$ cat config.mk
export PLATFORM = sky130hd
export DESIGN_NAME = spdif_conceal_rate
export DESIGN_NICKNAME = d
export VERILOG_FILES = /design/src/hw/spdif_rx_pkg.sv /design/src/hw/spdif_conceal_rate.sv /design/src/hw/sync2.sv
export VERILOG_INCLUDE_DIRS = /design/src /design/src/hw
export SDC_FILE = /design/constraint.sdc
export NUM_CORES = 1
export LEC_CHECK = 0
export ABC_AREA = 0
export BUFFER_PORTS_ARGS = -buffer_cell sky130_fd_sc_hd__buf_2
export CORE_ASPECT_RATIO = 1.1
export CORE_MARGIN = 2
export CORE_UTILIZATION = 62
export CTS_CLUSTER_SIZE = 24
export DETAILED_ROUTE_END_ITERATION = 6
export PLACE_DENSITY = 0.88
export SLEW_MARGIN = 20
export SYNTH_ARGS = -nofsm -noshare
export SYNTH_HDL_FRONTEND = slang
export SYNTH_SLANG_ARGS = --single-unit
$ cat constraint.sdc
create_clock -name clk -period 10 [get_ports clk]
set_input_delay 1.5 -clock clk [delete_from_list [all_inputs] [get_ports clk]]
set_output_delay 1.5 -clock clk [all_outputs]
set_load 0.1 [all_outputs]
$ cat src/hw/spdif_rx_map.svh
// offsets, field positions, reset values and timing counts of the receiver
`ifndef SPDIF_RX_MAP_SVH
`define SPDIF_RX_MAP_SVH

// register byte offsets on the bus (decoded on haddr[7:0])
`define REG_CTRL 8'h00
`define REG_STATUS 8'h04
`define REG_COUNT 8'h08

// control fields
`define CTRL_RECOVERED_BIT 0
`define CTRL_RESET 32'h0000_0001

// status fields
`define ST_RATE_LSB 0
`define ST_UNLOCK_BIT 2
`define ST_ERROR_BIT 3
`define ST_REF_SEEN_BIT 4
`define ST_REF_RUN_BIT 5
`define ST_NONPCM_LSB 6

// rate codes {bit_high, bit_low}
`define RATE_ABNORMAL 2'h2
`define RATE_32K 2'h3
`define RATE_44K 2'h0
`define RATE_48K 2'h1
`define RATE_RESET 2'h0

// channel-status bit that marks non-pcm words
`define CS_NONPCM_BIT 8'h01

// clock and measurement timebase
`define CLK_PERIOD_NS 10
`define CLK_HZ 100000000
`define REF_HZ 24576000
`define RATE_FRAMES 64

// ranges of the rate code, in hz
`define FS32_LO_HZ 31200
`define FS32_HI_HZ 32800
`define FS44_LO_HZ 43000
`define FS44_HI_HZ 45200
`define FS48_LO_HZ 46800
`define FS48_HI_HZ 49200

// reference counts over the measuring window (low bound up, high down)
`define CNT_LO(hz) ((`REF_HZ * `RATE_FRAMES + (hz) - 1) / (hz))
`define CNT_HI(hz) ((`REF_HZ * `RATE_FRAMES) / (hz))

// accepted input span, hz, and frame period limits in clk cycles
`define FS_MIN_HZ 28000
`define FS_MAX_HZ 108000
`define PERIOD_MAX_CYC (`CLK_HZ / `FS_MIN_HZ)
`define PERIOD_MIN_CYC ((`CLK_HZ + `FS_MAX_HZ - 1) / `FS_MAX_HZ)

// reference clock considered stopped after this long without an edge
`define REF_STOP_NS 1000
`define REF_STOP_CYC ((`REF_STOP_NS + `CLK_PERIOD_NS - 1) / `CLK_PERIOD_NS)

// bit-clock periods between a frame-clock transition and c/u update
`define CU_DELAY_BCK 17

`endif

$ cat src/hw/spdif_rx_pkg.sv
// types shared by the receiver modules
package spdif_rx_pkg;
    // rate meter sequence
    typedef enum logic [2:0] {
        MS_WAIT = 3'b001,
        MS_ARM = 3'b010,
        MS_COUNT = 3'b100
    } meter_state_t;

    typedef logic [1:0] rate_code_t;
endpackage : spdif_rx_pkg

$ cat src/hw/spdif_conceal_rate.sv
// parity concealment, c/u delay, error and sample rate meter
`timescale 1ns/1ps
`include "spdif_rx_map.svh"
`default_nettype none
module spdif_conceal_rate
    import spdif_rx_pkg::*;
(
    // clock and reset
    input wire logic clk,
    input wire logic rst_n,
    // ahb-lite slave
    input wire logic hsel,
    input wire logic [31:0] haddr,
    input wire logic [1:0] htrans,
    input wire logic hwrite,
    input wire logic [2:0] hsize,
    input wire logic [31:0] hwdata,
    input wire logic hready,
    output logic hreadyout,
    output logic hresp,
    output logic [31:0] hrdata,
    // pins from outside the clock domain
    input wire logic reference_clock_input,
    input wire logic frame_clock,
    input wire logic bit_clock,
    input wire logic pll_lock,
    // decoded subframes from the biphase decoder, same clock
    input wire logic sf_valid,
    input wire logic sf_channel,
    input wire logic [23:0] sf_data,
    input wire logic sf_parity_err,
    input wire logic sf_status_bit,
    input wire logic sf_user_bit,
    input wire logic block_start_pulse,
    // processed audio words
    output logic audio_valid,
    output logic audio_channel,
    output logic [23:0] audio_data,
    // channel-status and user serial bits
    output logic status_bit_output,
    output logic user_bit_output,
    // error, rate code and clock source select
    output logic error_out,
    output logic rate_code_bit_high,
    output logic rate_code_bit_low,
    output logic use_free_running
);
    localparam logic [17:0] C32_LO = 18'(`CNT_LO(`FS32_HI_HZ));
    localparam logic [17:0] C32_HI = 18'(`CNT_HI(`FS32_LO_HZ));
    localparam logic [17:0] C44_LO = 18'(`CNT_LO(`FS44_HI_HZ));
    localparam logic [17:0] C44_HI = 18'(`CNT_HI(`FS44_LO_HZ));
    localparam logic [17:0] C48_LO = 18'(`CNT_LO(`FS48_HI_HZ));
    localparam logic [17:0] C48_HI = 18'(`CNT_HI(`FS48_LO_HZ));
    localparam logic [12:0] PER_MAX = 13'(`PERIOD_MAX_CYC);
    localparam logic [12:0] PER_MIN = 13'(`PERIOD_MIN_CYC);
    localparam logic [7:0] STOP_CYC = 8'(`REF_STOP_CYC);
    localparam logic [6:0] FRAMES = 7'(`RATE_FRAMES);
    localparam logic [4:0] CU_DELAY = 5'(`CU_DELAY_BCK);

    logic [3:0] pins_s;
    logic ref_s;
    logic fck_s;
    logic bck_s;
    logic lock_s;
    logic ref_d_r;
    logic fck_d_r;
    logic bck_d_r;
    logic ref_edge;
    logic fck_rise;
    logic fck_any;
    logic bck_rise;

    logic [31:0] ctrl_r;
    logic wr_pend_r;
    logic [7:0] wr_addr_r;
    logic [31:0] rd_nxt;

    logic [12:0] per_cnt_r;
    logic [12:0] per_prev_r;
    logic per_prev_ok_r;
    logic span_bad_r;
    logic jump_r;
    logic unlock_r;
    logic [12:0] per_diff;

    logic [7:0] stop_cnt_r;
    logic ref_seen_r;
    logic ref_run;
    meter_state_t ms_r;
    logic [6:0] frm_cnt_r;
    logic [17:0] ref_cnt_r;
    logic [17:0] last_cnt_r;
    rate_code_t rate_r;
    rate_code_t rate_nxt;

    logic [7:0] fidx_r;
    logic [7:0] fidx_cur;
    logic [1:0] nonpcm_r;
    logic [23:0] last_good_r [0:1];
    logic parity_hold_r;

    logic pend_c_r;
    logic pend_u_r;
    logic stage_c_r;
    logic stage_u_r;
    logic [4:0] cu_cnt_r;

    // all four pins cross into clk before use
    sync2 #(.W(4)) u_sync (
        .clk(clk),
        .rst_n(rst_n),
        .din({pll_lock, bit_clock, frame_clock, reference_clock_input}),
        .dout(pins_s)
    );
    assign ref_s = pins_s[0];
    assign fck_s = pins_s[1];
    assign bck_s = pins_s[2];
    assign lock_s = pins_s[3];

    // edge history of the synchronised reference, frame and bit clock pins
    always_ff @(posedge clk) begin
        if (!rst_n) begin
            ref_d_r <= 1'b0;
            fck_d_r <= 1'b0;
            bck_d_r <= 1'b0;
        end else begin
            ref_d_r <= ref_s;
            fck_d_r <= fck_s;
            bck_d_r <= bck_s;
        end
    end
    // reference is sampled at 100 mhz, so only its rising edges count
    assign ref_edge = ref_s & ~ref_d_r;
    assign fck_rise = fck_s & ~fck_d_r;
    assign fck_any = fck_s ^ fck_d_r;
    assign bck_rise = bck_s & ~bck_d_r;

    // ahb-lite: zero wait states, always okay
    always_ff @(posedge clk) begin
        if (!rst_n) begin
            hreadyout <= 1'b0;
            hresp <= 1'b0;
        end else begin
            hreadyout <= 1'b1;
            hresp <= 1'b0;
        end
    end

    // read data is sampled in the address phase, one cycle old values
    always_comb begin
        rd_nxt = 32'h0000_0000;
        unique case (haddr[7:0])
            `REG_CTRL: rd_nxt = ctrl_r;
            `REG_STATUS: begin
                rd_nxt[`ST_RATE_LSB +: 2] = rate_r;
                rd_nxt[`ST_UNLOCK_BIT] = unlock_r;
                rd_nxt[`ST_ERROR_BIT] = error_out;
                rd_nxt[`ST_REF_SEEN_BIT] = ref_seen_r;
                rd_nxt[`ST_REF_RUN_BIT] = ref_run;
                rd_nxt[`ST_NONPCM_LSB +: 2] = nonpcm_r;
            end
            `REG_COUNT: rd_nxt[17:0] = last_cnt_r;
            default: rd_nxt = 32'h0000_0000;
        endcase
    end

    // address phase capture and data phase write
    always_ff @(posedge clk) begin
        if (!rst_n) begin
            wr_pend_r <= 1'b0;
            wr_addr_r <= 8'h00;
            hrdata <= 32'h0000_0000;
            ctrl_r <= `CTRL_RESET;
        end else begin
            if (hready) begin
                wr_pend_r <= hsel & htrans[1] & hwrite;
                wr_addr_r <= haddr[7:0];
                if (hsel && htrans[1] && !hwrite) begin
                    hrdata <= rd_nxt;
                end
            end
            if (wr_pend_r && wr_addr_r == `REG_CTRL) begin
                ctrl_r <= {31'h0000_0000, hwdata[`CTRL_RECOVERED_BIT]};
            end
        end
    end

    // frame period check: span, step and a stalled frame clock
    assign per_diff = (per_cnt_r > per_prev_r) ? per_cnt_r - per_prev_r
                                               : per_prev_r - per_cnt_r;
    always_ff @(posedge clk) begin
        if (!rst_n) begin
            per_cnt_r <= 13'h0000;
            per_prev_r <= 13'h0000;
            per_prev_ok_r <= 1'b0;
            span_bad_r <= 1'b1;
            jump_r <= 1'b0;
        end else if (fck_rise) begin
            per_cnt_r <= 13'h0001;
            per_prev_r <= per_cnt_r;
            per_prev_ok_r <= 1'b1;
            span_bad_r <= per_cnt_r > PER_MAX || per_cnt_r < PER_MIN;
            // more than one eighth of a period between frames
            jump_r <= per_prev_ok_r && per_diff > (per_prev_r >> 3);
        end else begin
            if (per_cnt_r != 13'h1fff) begin
                per_cnt_r <= per_cnt_r + 13'h0001;
            end
            if (per_cnt_r > PER_MAX) begin
                span_bad_r <= 1'b1;
                per_prev_ok_r <= 1'b0;
            end
        end
    end

    // unlock seen by meter, error pin and clock select
    always_ff @(posedge clk) begin
        if (!rst_n) begin
            unlock_r <= 1'b1;
        end else begin
            unlock_r <= ~lock_s | span_bad_r | jump_r;
        end
    end

    // reference activity: ever seen, and still running
    always_ff @(posedge clk) begin
        if (!rst_n) begin
            stop_cnt_r <= STOP_CYC;
            ref_seen_r <= 1'b0;
        end else if (ref_edge) begin
            stop_cnt_r <= 8'h00;
            ref_seen_r <= 1'b1;
        end else if (stop_cnt_r != STOP_CYC) begin
            stop_cnt_r <= stop_cnt_r + 8'h01;
        end
    end
    // a grounded reference never starts this
    assign ref_run = ref_seen_r && stop_cnt_r != STOP_CYC;

    // code from the count alone, never from channel-status fields
    always_comb begin
        rate_nxt = `RATE_ABNORMAL;
        if (ref_cnt_r >= C32_LO && ref_cnt_r <= C32_HI) begin
            rate_nxt = `RATE_32K;
        end else if (ref_cnt_r >= C44_LO && ref_cnt_r <= C44_HI) begin
            rate_nxt = `RATE_44K;
        end else if (ref_cnt_r >= C48_LO && ref_cnt_r <= C48_HI) begin
            rate_nxt = `RATE_48K;
        end
    end

    // rate meter: reference edges over a window of frame periods
    always_ff @(posedge clk) begin
        if (!rst_n) begin
            ms_r <= MS_WAIT;
            frm_cnt_r <= 7'h00;
            ref_cnt_r <= 18'h00000;
            last_cnt_r <= 18'h00000;
            rate_r <= `RATE_RESET;
        end else if (!ref_run) begin
            ms_r <= MS_WAIT;
        end else if (unlock_r) begin
            ms_r <= MS_WAIT;
            rate_r <= `RATE_ABNORMAL;
        end else begin
            unique case (ms_r)
                MS_WAIT: begin
                    ms_r <= MS_ARM;
                end
                MS_ARM: begin
                    if (fck_rise) begin
                        ms_r <= MS_COUNT;
                        frm_cnt_r <= 7'h00;
                        ref_cnt_r <= 18'h00000;
                    end
                end
                MS_COUNT: begin
                    if (ref_edge && ref_cnt_r != 18'h3ffff) begin
                        ref_cnt_r <= ref_cnt_r + 18'h00001;
                    end
                    if (fck_rise) begin
                        if (frm_cnt_r == FRAMES - 7'h01) begin
                            // window done: publish and start again
                            last_cnt_r <= ref_cnt_r;
                            rate_r <= rate_nxt;
                            frm_cnt_r <= 7'h00;
                            ref_cnt_r <= 18'h00000;
                        end else begin
                            frm_cnt_r <= frm_cnt_r + 7'h01;
                        end
                    end
                end
            endcase
        end
    end

    // rate code pins straight from the held result
    always_ff @(posedge clk) begin
        if (!rst_n) begin
            rate_code_bit_high <= 1'b0;
            rate_code_bit_low <= 1'b0;
        end else begin
            rate_code_bit_high <= rate_r[1];
            rate_code_bit_low <= rate_r[0];
        end
    end

    // frame index inside the channel-status block
    assign fidx_cur = (sf_channel == 1'b0)
                    ? (block_start_pulse ? 8'h00 : fidx_r + 8'h01)
                    : fidx_r;
    always_ff @(posedge clk) begin
        if (!rst_n) begin
            fidx_r <= 8'h00;
            nonpcm_r <= 2'b00;
        end else if (sf_valid) begin
            fidx_r <= fidx_cur;
            if (fidx_cur == `CS_NONPCM_BIT) begin
                nonpcm_r[sf_channel] <= sf_status_bit;
            end
        end
    end

    // concealment: holding the last good word is the simplest
    // interpolation and never invents values outside the signal
    always_ff @(posedge clk) begin
        if (!rst_n) begin
            audio_valid <= 1'b0;
            audio_channel <= 1'b0;
            audio_data <= 24'h000000;
            last_good_r[0] <= 24'h000000;
            last_good_r[1] <= 24'h000000;
        end else begin
            audio_valid <= sf_valid;
            if (sf_valid) begin
                audio_channel <= sf_channel;
                if (sf_parity_err && !nonpcm_r[sf_channel]) begin
                    audio_data <= last_good_r[sf_channel];
                end else begin
                    audio_data <= sf_data;
                end
                if (!sf_parity_err) begin
                    last_good_r[sf_channel] <= sf_data;
                end
            end
        end
    end

    // parity error held to the next frame transition, set wins
    always_ff @(posedge clk) begin
        if (!rst_n) begin
            parity_hold_r <= 1'b0;
        end else if (sf_valid && sf_parity_err) begin
            parity_hold_r <= 1'b1;
        end else if (fck_any) begin
            parity_hold_r <= 1'b0;
        end
    end

    // error pin and clock source select
    always_ff @(posedge clk) begin
        if (!rst_n) begin
            error_out <= 1'b1;
            use_free_running <= 1'b0;
        end else begin
            error_out <= unlock_r | parity_hold_r;
            use_free_running <= ctrl_r[`CTRL_RECOVERED_BIT]
                              & (unlock_r | parity_hold_r);
        end
    end

    // latest subframe's c and u bits wait for the frame transition
    always_ff @(posedge clk) begin
        if (!rst_n) begin
            pend_c_r <= 1'b0;
            pend_u_r <= 1'b0;
        end else if (sf_valid) begin
            pend_c_r <= sf_status_bit;
            pend_u_r <= sf_user_bit;
        end
    end

    // c/u update a fixed count of bit clocks after each transition;
    // a new transition before the count ends restarts it
    always_ff @(posedge clk) begin
        if (!rst_n) begin
            stage_c_r <= 1'b0;
            stage_u_r <= 1'b0;
            cu_cnt_r <= 5'h00;
            status_bit_output <= 1'b0;
            user_bit_output <= 1'b0;
        end else if (fck_any) begin
            stage_c_r <= pend_c_r;
            stage_u_r <= pend_u_r;
            cu_cnt_r <= CU_DELAY;
        end else if (bck_rise && cu_cnt_r != 5'h00) begin
            cu_cnt_r <= cu_cnt_r - 5'h01;
            if (cu_cnt_r == 5'h01) begin
                status_bit_output <= stage_c_r;
                user_bit_output <= stage_u_r;
            end
        end
    end

    // word-only bus: size is not checked
    logic unused_ok;
    assign unused_ok = ^{hsize, haddr[31:8], hwdata[31:1]};
endmodule : spdif_conceal_rate
`default_nettype wire

$ cat src/hw/sync2.sv
// two flip-flop synchroniser for a bundle of pin inputs
`timescale 1ns/1ps
`default_nettype none
module sync2 #(
    parameter int W = 1
) (
    // clock and reset
    input wire logic clk,
    input wire logic rst_n,
    // asynchronous in, synchronous out
    input wire logic [W-1:0] din,
    output logic [W-1:0] dout
);
    logic [W-1:0] meta_r;

    // first stage is read only by the second
    always_ff @(posedge clk) begin
        if (!rst_n) begin
            meta_r <= '0;
            dout <= '0;
        end else begin
            meta_r <= din;
            dout <= meta_r;
        end
    end
endmodule : sync2
`default_nettype wire

Word-level counts from Yosys, hierarchy flattened
Memory sizes are Yosys's and may differ from the RTL's.
Cells that the tools add are included.
{"block": "op_classes", "add_sub_neg": 8, "magnitude_cmp": 12, "eq_ne": 13, "mux": 50, "bitwise_logic": 18, "reduce_logical": 42}
{"op": "18-bit two-way mux", "n": 4}
{"op": "18-bit by 16-bit <= comparator with 1-bit output (second input constant)", "n": 3}
{"op": "24-bit two-way mux", "n": 2}
{"op": "18-bit by 16-bit greater-or-equal comparator with 1-bit output (second input constant)", "n": 2}
{"op": "18-bit one-hot mux with 2 select lines", "n": 1}
{"op": "7-bit two-way mux", "n": 5}
{"op": "13-bit subtractor", "n": 2}
{"op": "8-bit one-hot mux with 3 select lines", "n": 1}
{"op": "24-bit OR reduction", "n": 1}
{"op": "2-bit nonzero test", "n": 10}
{"op": "1-bit two-way mux", "n": 19}
{"op": "18-bit by 1-bit adder with 18-bit output (second input constant)", "n": 1}
{"op": "18-bit by 15-bit greater-or-equal comparator with 1-bit output (second input constant)", "n": 1}
{"op": "18-bit inequality test (second input constant)", "n": 1}
{"op": "8-bit by 1-bit adder with 8-bit output (second input constant)", "n": 2}
{"op": "8-bit logical NOT", "n": 2}
{"op": "8-bit two-way mux", "n": 2}
{"op": "2-bit two-way mux", "n": 7}
{"op": "7-bit one-hot mux with 2 select lines", "n": 1}
{"op": "13-bit by 1-bit adder with 13-bit output (second input constant)", "n": 1}
{"op": "13-bit by 10-bit greater-than comparator with 1-bit output", "n": 1}
{"op": "13-bit by 12-bit greater-than comparator with 1-bit output (second input constant)", "n": 1}
{"op": "13-bit greater-than comparator", "n": 1}
{"op": "1-bit logical AND", "n": 13}
{"op": "other kinds (36)", "n": 59}
{"block": "word_totals", "reg_bits": 179, "ramBits": 48, "in_bits": 108, "output_inout_bits": 66, "elab_cells": 187, "memories": 1}
{"name": "last_good_r", "depth": 2, "word_bits": 24, "read_ports": 1, "rd_clocked_by_memory_dff": 0, "wr": 2, "line": "spdif_conceal_rate.sv:99", "text": "logic [23:0] last_good_r [0:1];"}

Logic depth before layout (Yosys ltp)
{"block": "logic_depth", "depth_word": 9, "ltp_mapped": 20, "mapped_depth_nobuf": 19}

By module
From an unflattened synthesis, not the netlist that was laid out.
{"block": "hier_totals", "cells_unflattened": 1278, "hier_area_um2": 11753.8}
{"mod": "spdif_conceal_rate", "n_inst": 1, "cells_each": 1262, "area_per_inst_um2": 11543.6, "seq_area_each_um2": 4864.7}
{"mod": "sync2", "n_inst": 1, "cells_each": 16, "area_per_inst_um2": 210.2, "seq_area_each_um2": 160.2}

Least setup slack after synthesis
Ideal clock, no wire load.
{"block": "synth_path", "path_type": "input to register", "start": "in sf_channel", "end": "mem last_good_r[1][0], enable pin", "setup_ps": 384, "arrival_ps": 3270, "t_required_ps": 9616, "path_slack_ps": 6346, "cell_stages": 4, "path_buffers": 2, "path_cell_list": "clkbuf_1 clkbuf_1 nor3b_1 nand2b_1"}
{"element": "from (decl)", "line": "spdif_conceal_rate.sv:29", "text": "input wire logic sf_channel,"}
{"element": "to (decl)", "line": "spdif_conceal_rate.sv:99"}

Final worst setup path
{"block": "layout_path", "start": "reg per_cnt_r[9]", "end": "reg jump_r"}
{"block": "layout_between", "elab_chain_len": 4, "elab_cells_between_ends": 6, "cone_classes": "add/sub: 2; order compare: 2; mux: 1; reduce/logical: 1"}
{"element": "from (decl)", "line": "spdif_conceal_rate.sv:78", "text": "logic [12:0] per_cnt_r;"}
{"element": "from (signal assigned)", "line": "spdif_conceal_rate.sv:207", "text": "per_cnt_r <= per_cnt_r + 13'h0001;"}
{"element": "13-bit subtractor, or another cell as far along", "line": "spdif_conceal_rate.sv:190", "text": ": per_prev_r - per_cnt_r;"}
{"element": "13-bit two-way mux (*)", "line": "spdif_conceal_rate.sv:189", "text": "assign per_diff = (per_cnt_r > per_prev_r) ? per_cnt_r - per_prev_r"}
{"element": "13-bit by 10-bit greater-than comparator with 1-bit output (*)", "line": "spdif_conceal_rate.sv:204", "text": "jump_r <= per_prev_ok_r && per_diff > (per_prev_r >> 3);"}
{"element": "1-bit logical AND (*)", "line": "spdif_conceal_rate.sv:204"}
{"element": "to (signal assigned)", "line": "spdif_conceal_rate.sv:204"}
{"element": "to (decl)", "line": "spdif_conceal_rate.sv:82", "text": "logic jump_r;"}
Every way passes the cells marked *; elsewhere a longest branch is shown, timed or not.
A chain may end at the register's enable or synchronous reset.

==> results.json <==
{
  "crit_family": "compound AO/OA/AOI/OAI gates",
  "grt_overflow": 0,
  "cts_buffers": 24,
  "cellPowerDensity_mw_per_mm2": 171.6,
  "ioPinCount": 174,
  "h-tree-depth": 1,
  "synthTopCellsByArea": "dfxtp_1 (31%), edfxtp_1 (12%), mux2i_1 (7.8%)",
  "yosysTopAreaCell": "dfxtp_1",
  "ir_drop_mv": 0.1164,
  "die_h_um": 147.3,
  "reg2reg_to": "jump_r$_SDFFE_PN0P_",
  "viasPerCell": 5.738,
  "grt_max_degree": 84,
  "cts_root_buf": "clkbuf_16",
  "synth_cells": 1238,
  "fin_crit_ns": 4.517,
  "crit_path_start_kind": "flip-flop",
  "areaGrowthSynthToFinish_pct": 12.02,
  "synth_edf_count": 48,
  "worst_pin_slew_ns": 1.052,
  "drive_gt1_frac": 0.1254,
  "post-dp-hpwl_um": 17240,
  "final_core_util": 0.7062,
  "reg2reg_depth": 18,
  "finalCritPeriodShare": 0.4517,
  "gp_congestion": 0.9460,
  "rows": 52,
  "cp_max_fo": 13,
  "route.detailed.drc": 0,
  "pwr-share-seq": 0.445,
  "p_sw_mw": 0.5932,
  "cp-end-kind": "flip-flop",
  "hold_depth": 1,
  "floorplan.initialDensity": 0.6304,
  "cts.sinks": 227,
  "p_leak_nw": 5.226,
  "antenna_cells": 0,
  "required_ns": 10.38,
  "fmax_mhz": 221.4,
  "cts_tree": "yes",
  "postCtsHoldBufs": 0,
  "clk_pin_slew_ns": 0.06,
  "post_cts.repair.setup_buffers": 0,
  "status": "completed",
  "tns_ns": 0,
  "cts_resized": 0,
  "gr-usage-all-layers": 0.2532,
  "synthFlopType": "dfxtp_1",
  "grt_antenna_before_repair": 0,
  "dieArea_mm2": 0.01976,
  "min_to": "unlock_r$_SDFF_PN1_",
  "cp_slowest_cell": "nor2_2",
  "async_flop_share": 0,
  "hold_viol": 0,
  "arrival_ns": 4.90,
  "drv_cap": 0,
  "ys_ff_latch": 227,
  "nNetsFinal": 1465,
  "syn_avg_cell_area_um2": 9.343,
  "crit_top_cell": "ha_1",
  "ys_seq_area_frac": 0.4344,
  "grt_pass1_vias": 8712,
  "crit_buf_inv": 1,
  "rsz0062_at_grt": "false",
  "grt_pass1_wl_um": 41720,
  "slew_viol_final": 0,
  "synth_area_mm2": 0.01157,
  "setup_viol": 0,
  "hold_path_startpoint": "u_sync.dout[3]$_SDFF_PN0_",
  "routed_wl_um": 25480,
  "avgRoutedWirePerCell_um": 16.26,
  "synth_cell_types": 76,
  "comb_power_share": 0.141,
  "p_sw_frac": 0.2669,
  "path_cells": "inv_1, ha_1, and4_1, nand4_1, o311ai_0, a211oi_1, nor2_2, mux2i_1, a31oi_1, xnor2_1, ha_1, nand3_1, o21ai_0, a21oi_1, o31ai_1, a22o_1, nand2_1, o211ai_1",
  "drt_iter0_markers": 687,
  "final.fill_count": 1360,
  "synth_top_area_frac": 0.3098,
  "first_pass_iters": 5,
  "routed-via-count": 8992,
  "yosys_warnings": 0,
  "dieWidth_um": 134.2,
  "hp-class": "reg2reg",
  "port_buffers": 99,
  "slowest_delay_ns": 0.60,
  "p_clk_frac": 0.414,
  "finalClockSkew_ns": 0.01383,
  "critPathKind": "reg2reg",
  "rrSetupSlack_ns": 5.48,
  "antenna_left": 0,
  "insertion_delay_ns": 0.52,
  "max-slew-margin-rel": 0.2988,
  "coreArea_mm2": 0.01835,
  "p_int_mw": 1.630,
  "cts_buffer_depth": 3,
  "regToRegStartpoint": "per_cnt_r[9]$_SDFFE_PP0P_"
}
-- stage by stage --
step / total power, mW / cells / cell area, um2 / setup WS (ns) / hold slack [ns]
after floorplan: 1.257 / 1252 / 11620 / 6.346 / 0.3684
after CTS: 2.234 / 1567 / 12950 / 5.565 / 0.4125
final: 2.223 / 1567 / 12960 / 5.483 / 0.4039
after global placement: 1.309 / 1523 / 12110 / 5.587 / 0.3919
after detailed placement: 1.317 / 1523 / 12110 / 5.611 / 0.3926
after global routing: 2.303 / 1567 / 12960 / 5.205 / 0.4351
-- worst max-delay path by stage --
stage / cells past startpoint / from / endpoint / slack (ns)
floorplan: 4 / sf_channel / last_good_r[1][0]$_SDFFCE_PN0P_ / 6.35
global placement: 18 / per_cnt_r[9]$_SDFFE_PP0P_ / jump_r$_SDFFE_PN0P_ / 5.59
detailed placement: 18 / per_cnt_r[9]$_SDFFE_PP0P_ / jump_r$_SDFFE_PN0P_ / 5.61
CTS: 18 / per_cnt_r[9]$_SDFFE_PP0P_ / jump_r$_SDFFE_PN0P_ / 5.56
global route: 18 / per_cnt_r[8]$_SDFFE_PP0P_ / jump_r$_SDFFE_PN0P_ / 5.21
finish: 18 / per_cnt_r[9]$_SDFFE_PP0P_ / jump_r$_SDFFE_PN0P_ / 5.48
-- layout by cell type (no fill, tap or decap), types with 21 or more instances in the layout --
| master | n |
|---|---|
| dfxtp_1 | 179 |
| nand3_1 | 32 |
| xnor2_1 | 21 |
| ha_1 | 49 |
| nor2b_1 | 93 |
| nand2_1 | 107 |
| buf_2 | 98 |
| o21ai_0 | 53 |
| a21boi_0 | 28 |
| inv_1 | 42 |
| xor2_1 | 28 |
| nor2_1 | 75 |
| mux2i_1 | 90 |
| and2_1 | 65 |
| nor3_1 | 22 |
| a21oi_1 | 48 |
| edfxtp_1 | 48 |
| clkbuf_16 | 25 |
-- cells in the mapped netlist, drive strengths merged (6+ instances only) --
library cell,n
a21boi,29
o21ai,55
clkbuf,48
xnor2,21
a31oi,9
nor4,8
nand3,33
nand2b,15
buf,32
nor2,77
nor3,24
and2,65
edfxtp,48
a21o,11
mux2i,90
a211oi,6
inv,43
a21oi,48
xor2,28
nor2b,93
nand2,107
dfxtp,179
a22oi,18
ha,49
nand4,17
-- power groups by stage --
stage	logic, mW	clock network, mW	registers [mW]
3_3_place_gp	0.302	0	1.01
4_1_cts	0.311	0.933	0.990
6_report	0.313	0.920	0.990
5_1_grt	0.338	0.971	0.993
2_1_floorplan	0.196	0	1.06
3_5_place_dp	0.308	0	1.01
-- routing by layer --
layer	global-route usage	wire [um]
met5	0	0
met4	0.07316	554
met3	0.03347	1279
met2	0.4508	12700
met1	0.3208	10940
-- sequential cells by signal, summed over array words and instances (netlist names), 2 cells and up --
signal,count
last_good_r,48
audio_data,24
hrdata,18
last_cnt_r,18
ref_cnt_r,18
per_cnt_r,13
per_prev_r,13
fidx_r,8
stop_cnt_r,8
wr_addr_r,8
frm_cnt_r,7
cu_cnt_r,5
u_sync.dout,4
u_sync.meta_r,4
ms_r,3
nonpcm_r,2
rate_r,2
-- cells by family after synthesis --
group,share of synthesized area
buf+inv,0.04749
fa+ha+maj,0.05647
compound gates,0.1241
mux,0.07886
flops,0.4344
simple gates,0.2212
xor+xnor,0.03711
other cells,0.0003242
-- layout make-up --
| class | instances | area (um2) | share of cell area |
|---|---|---|---|
| well taps | 243 | 304.0 | 0.02347 |
| clock buffers | 30 | 674.4 | 0.05205 |
| repair buffers | 108 | 565.5 | 0.04365 |
| flip-flops and latches | 227 | 5025 | 0.3878 |
| inverters | 43 | 163.9 | 0.01265 |
| clock inverters | 14 | 163.9 | 0.01265 |
| multi-input cells | 902 | 6060 | 0.4677 |
Note: power is estimated with default switching activity, not from simulation.
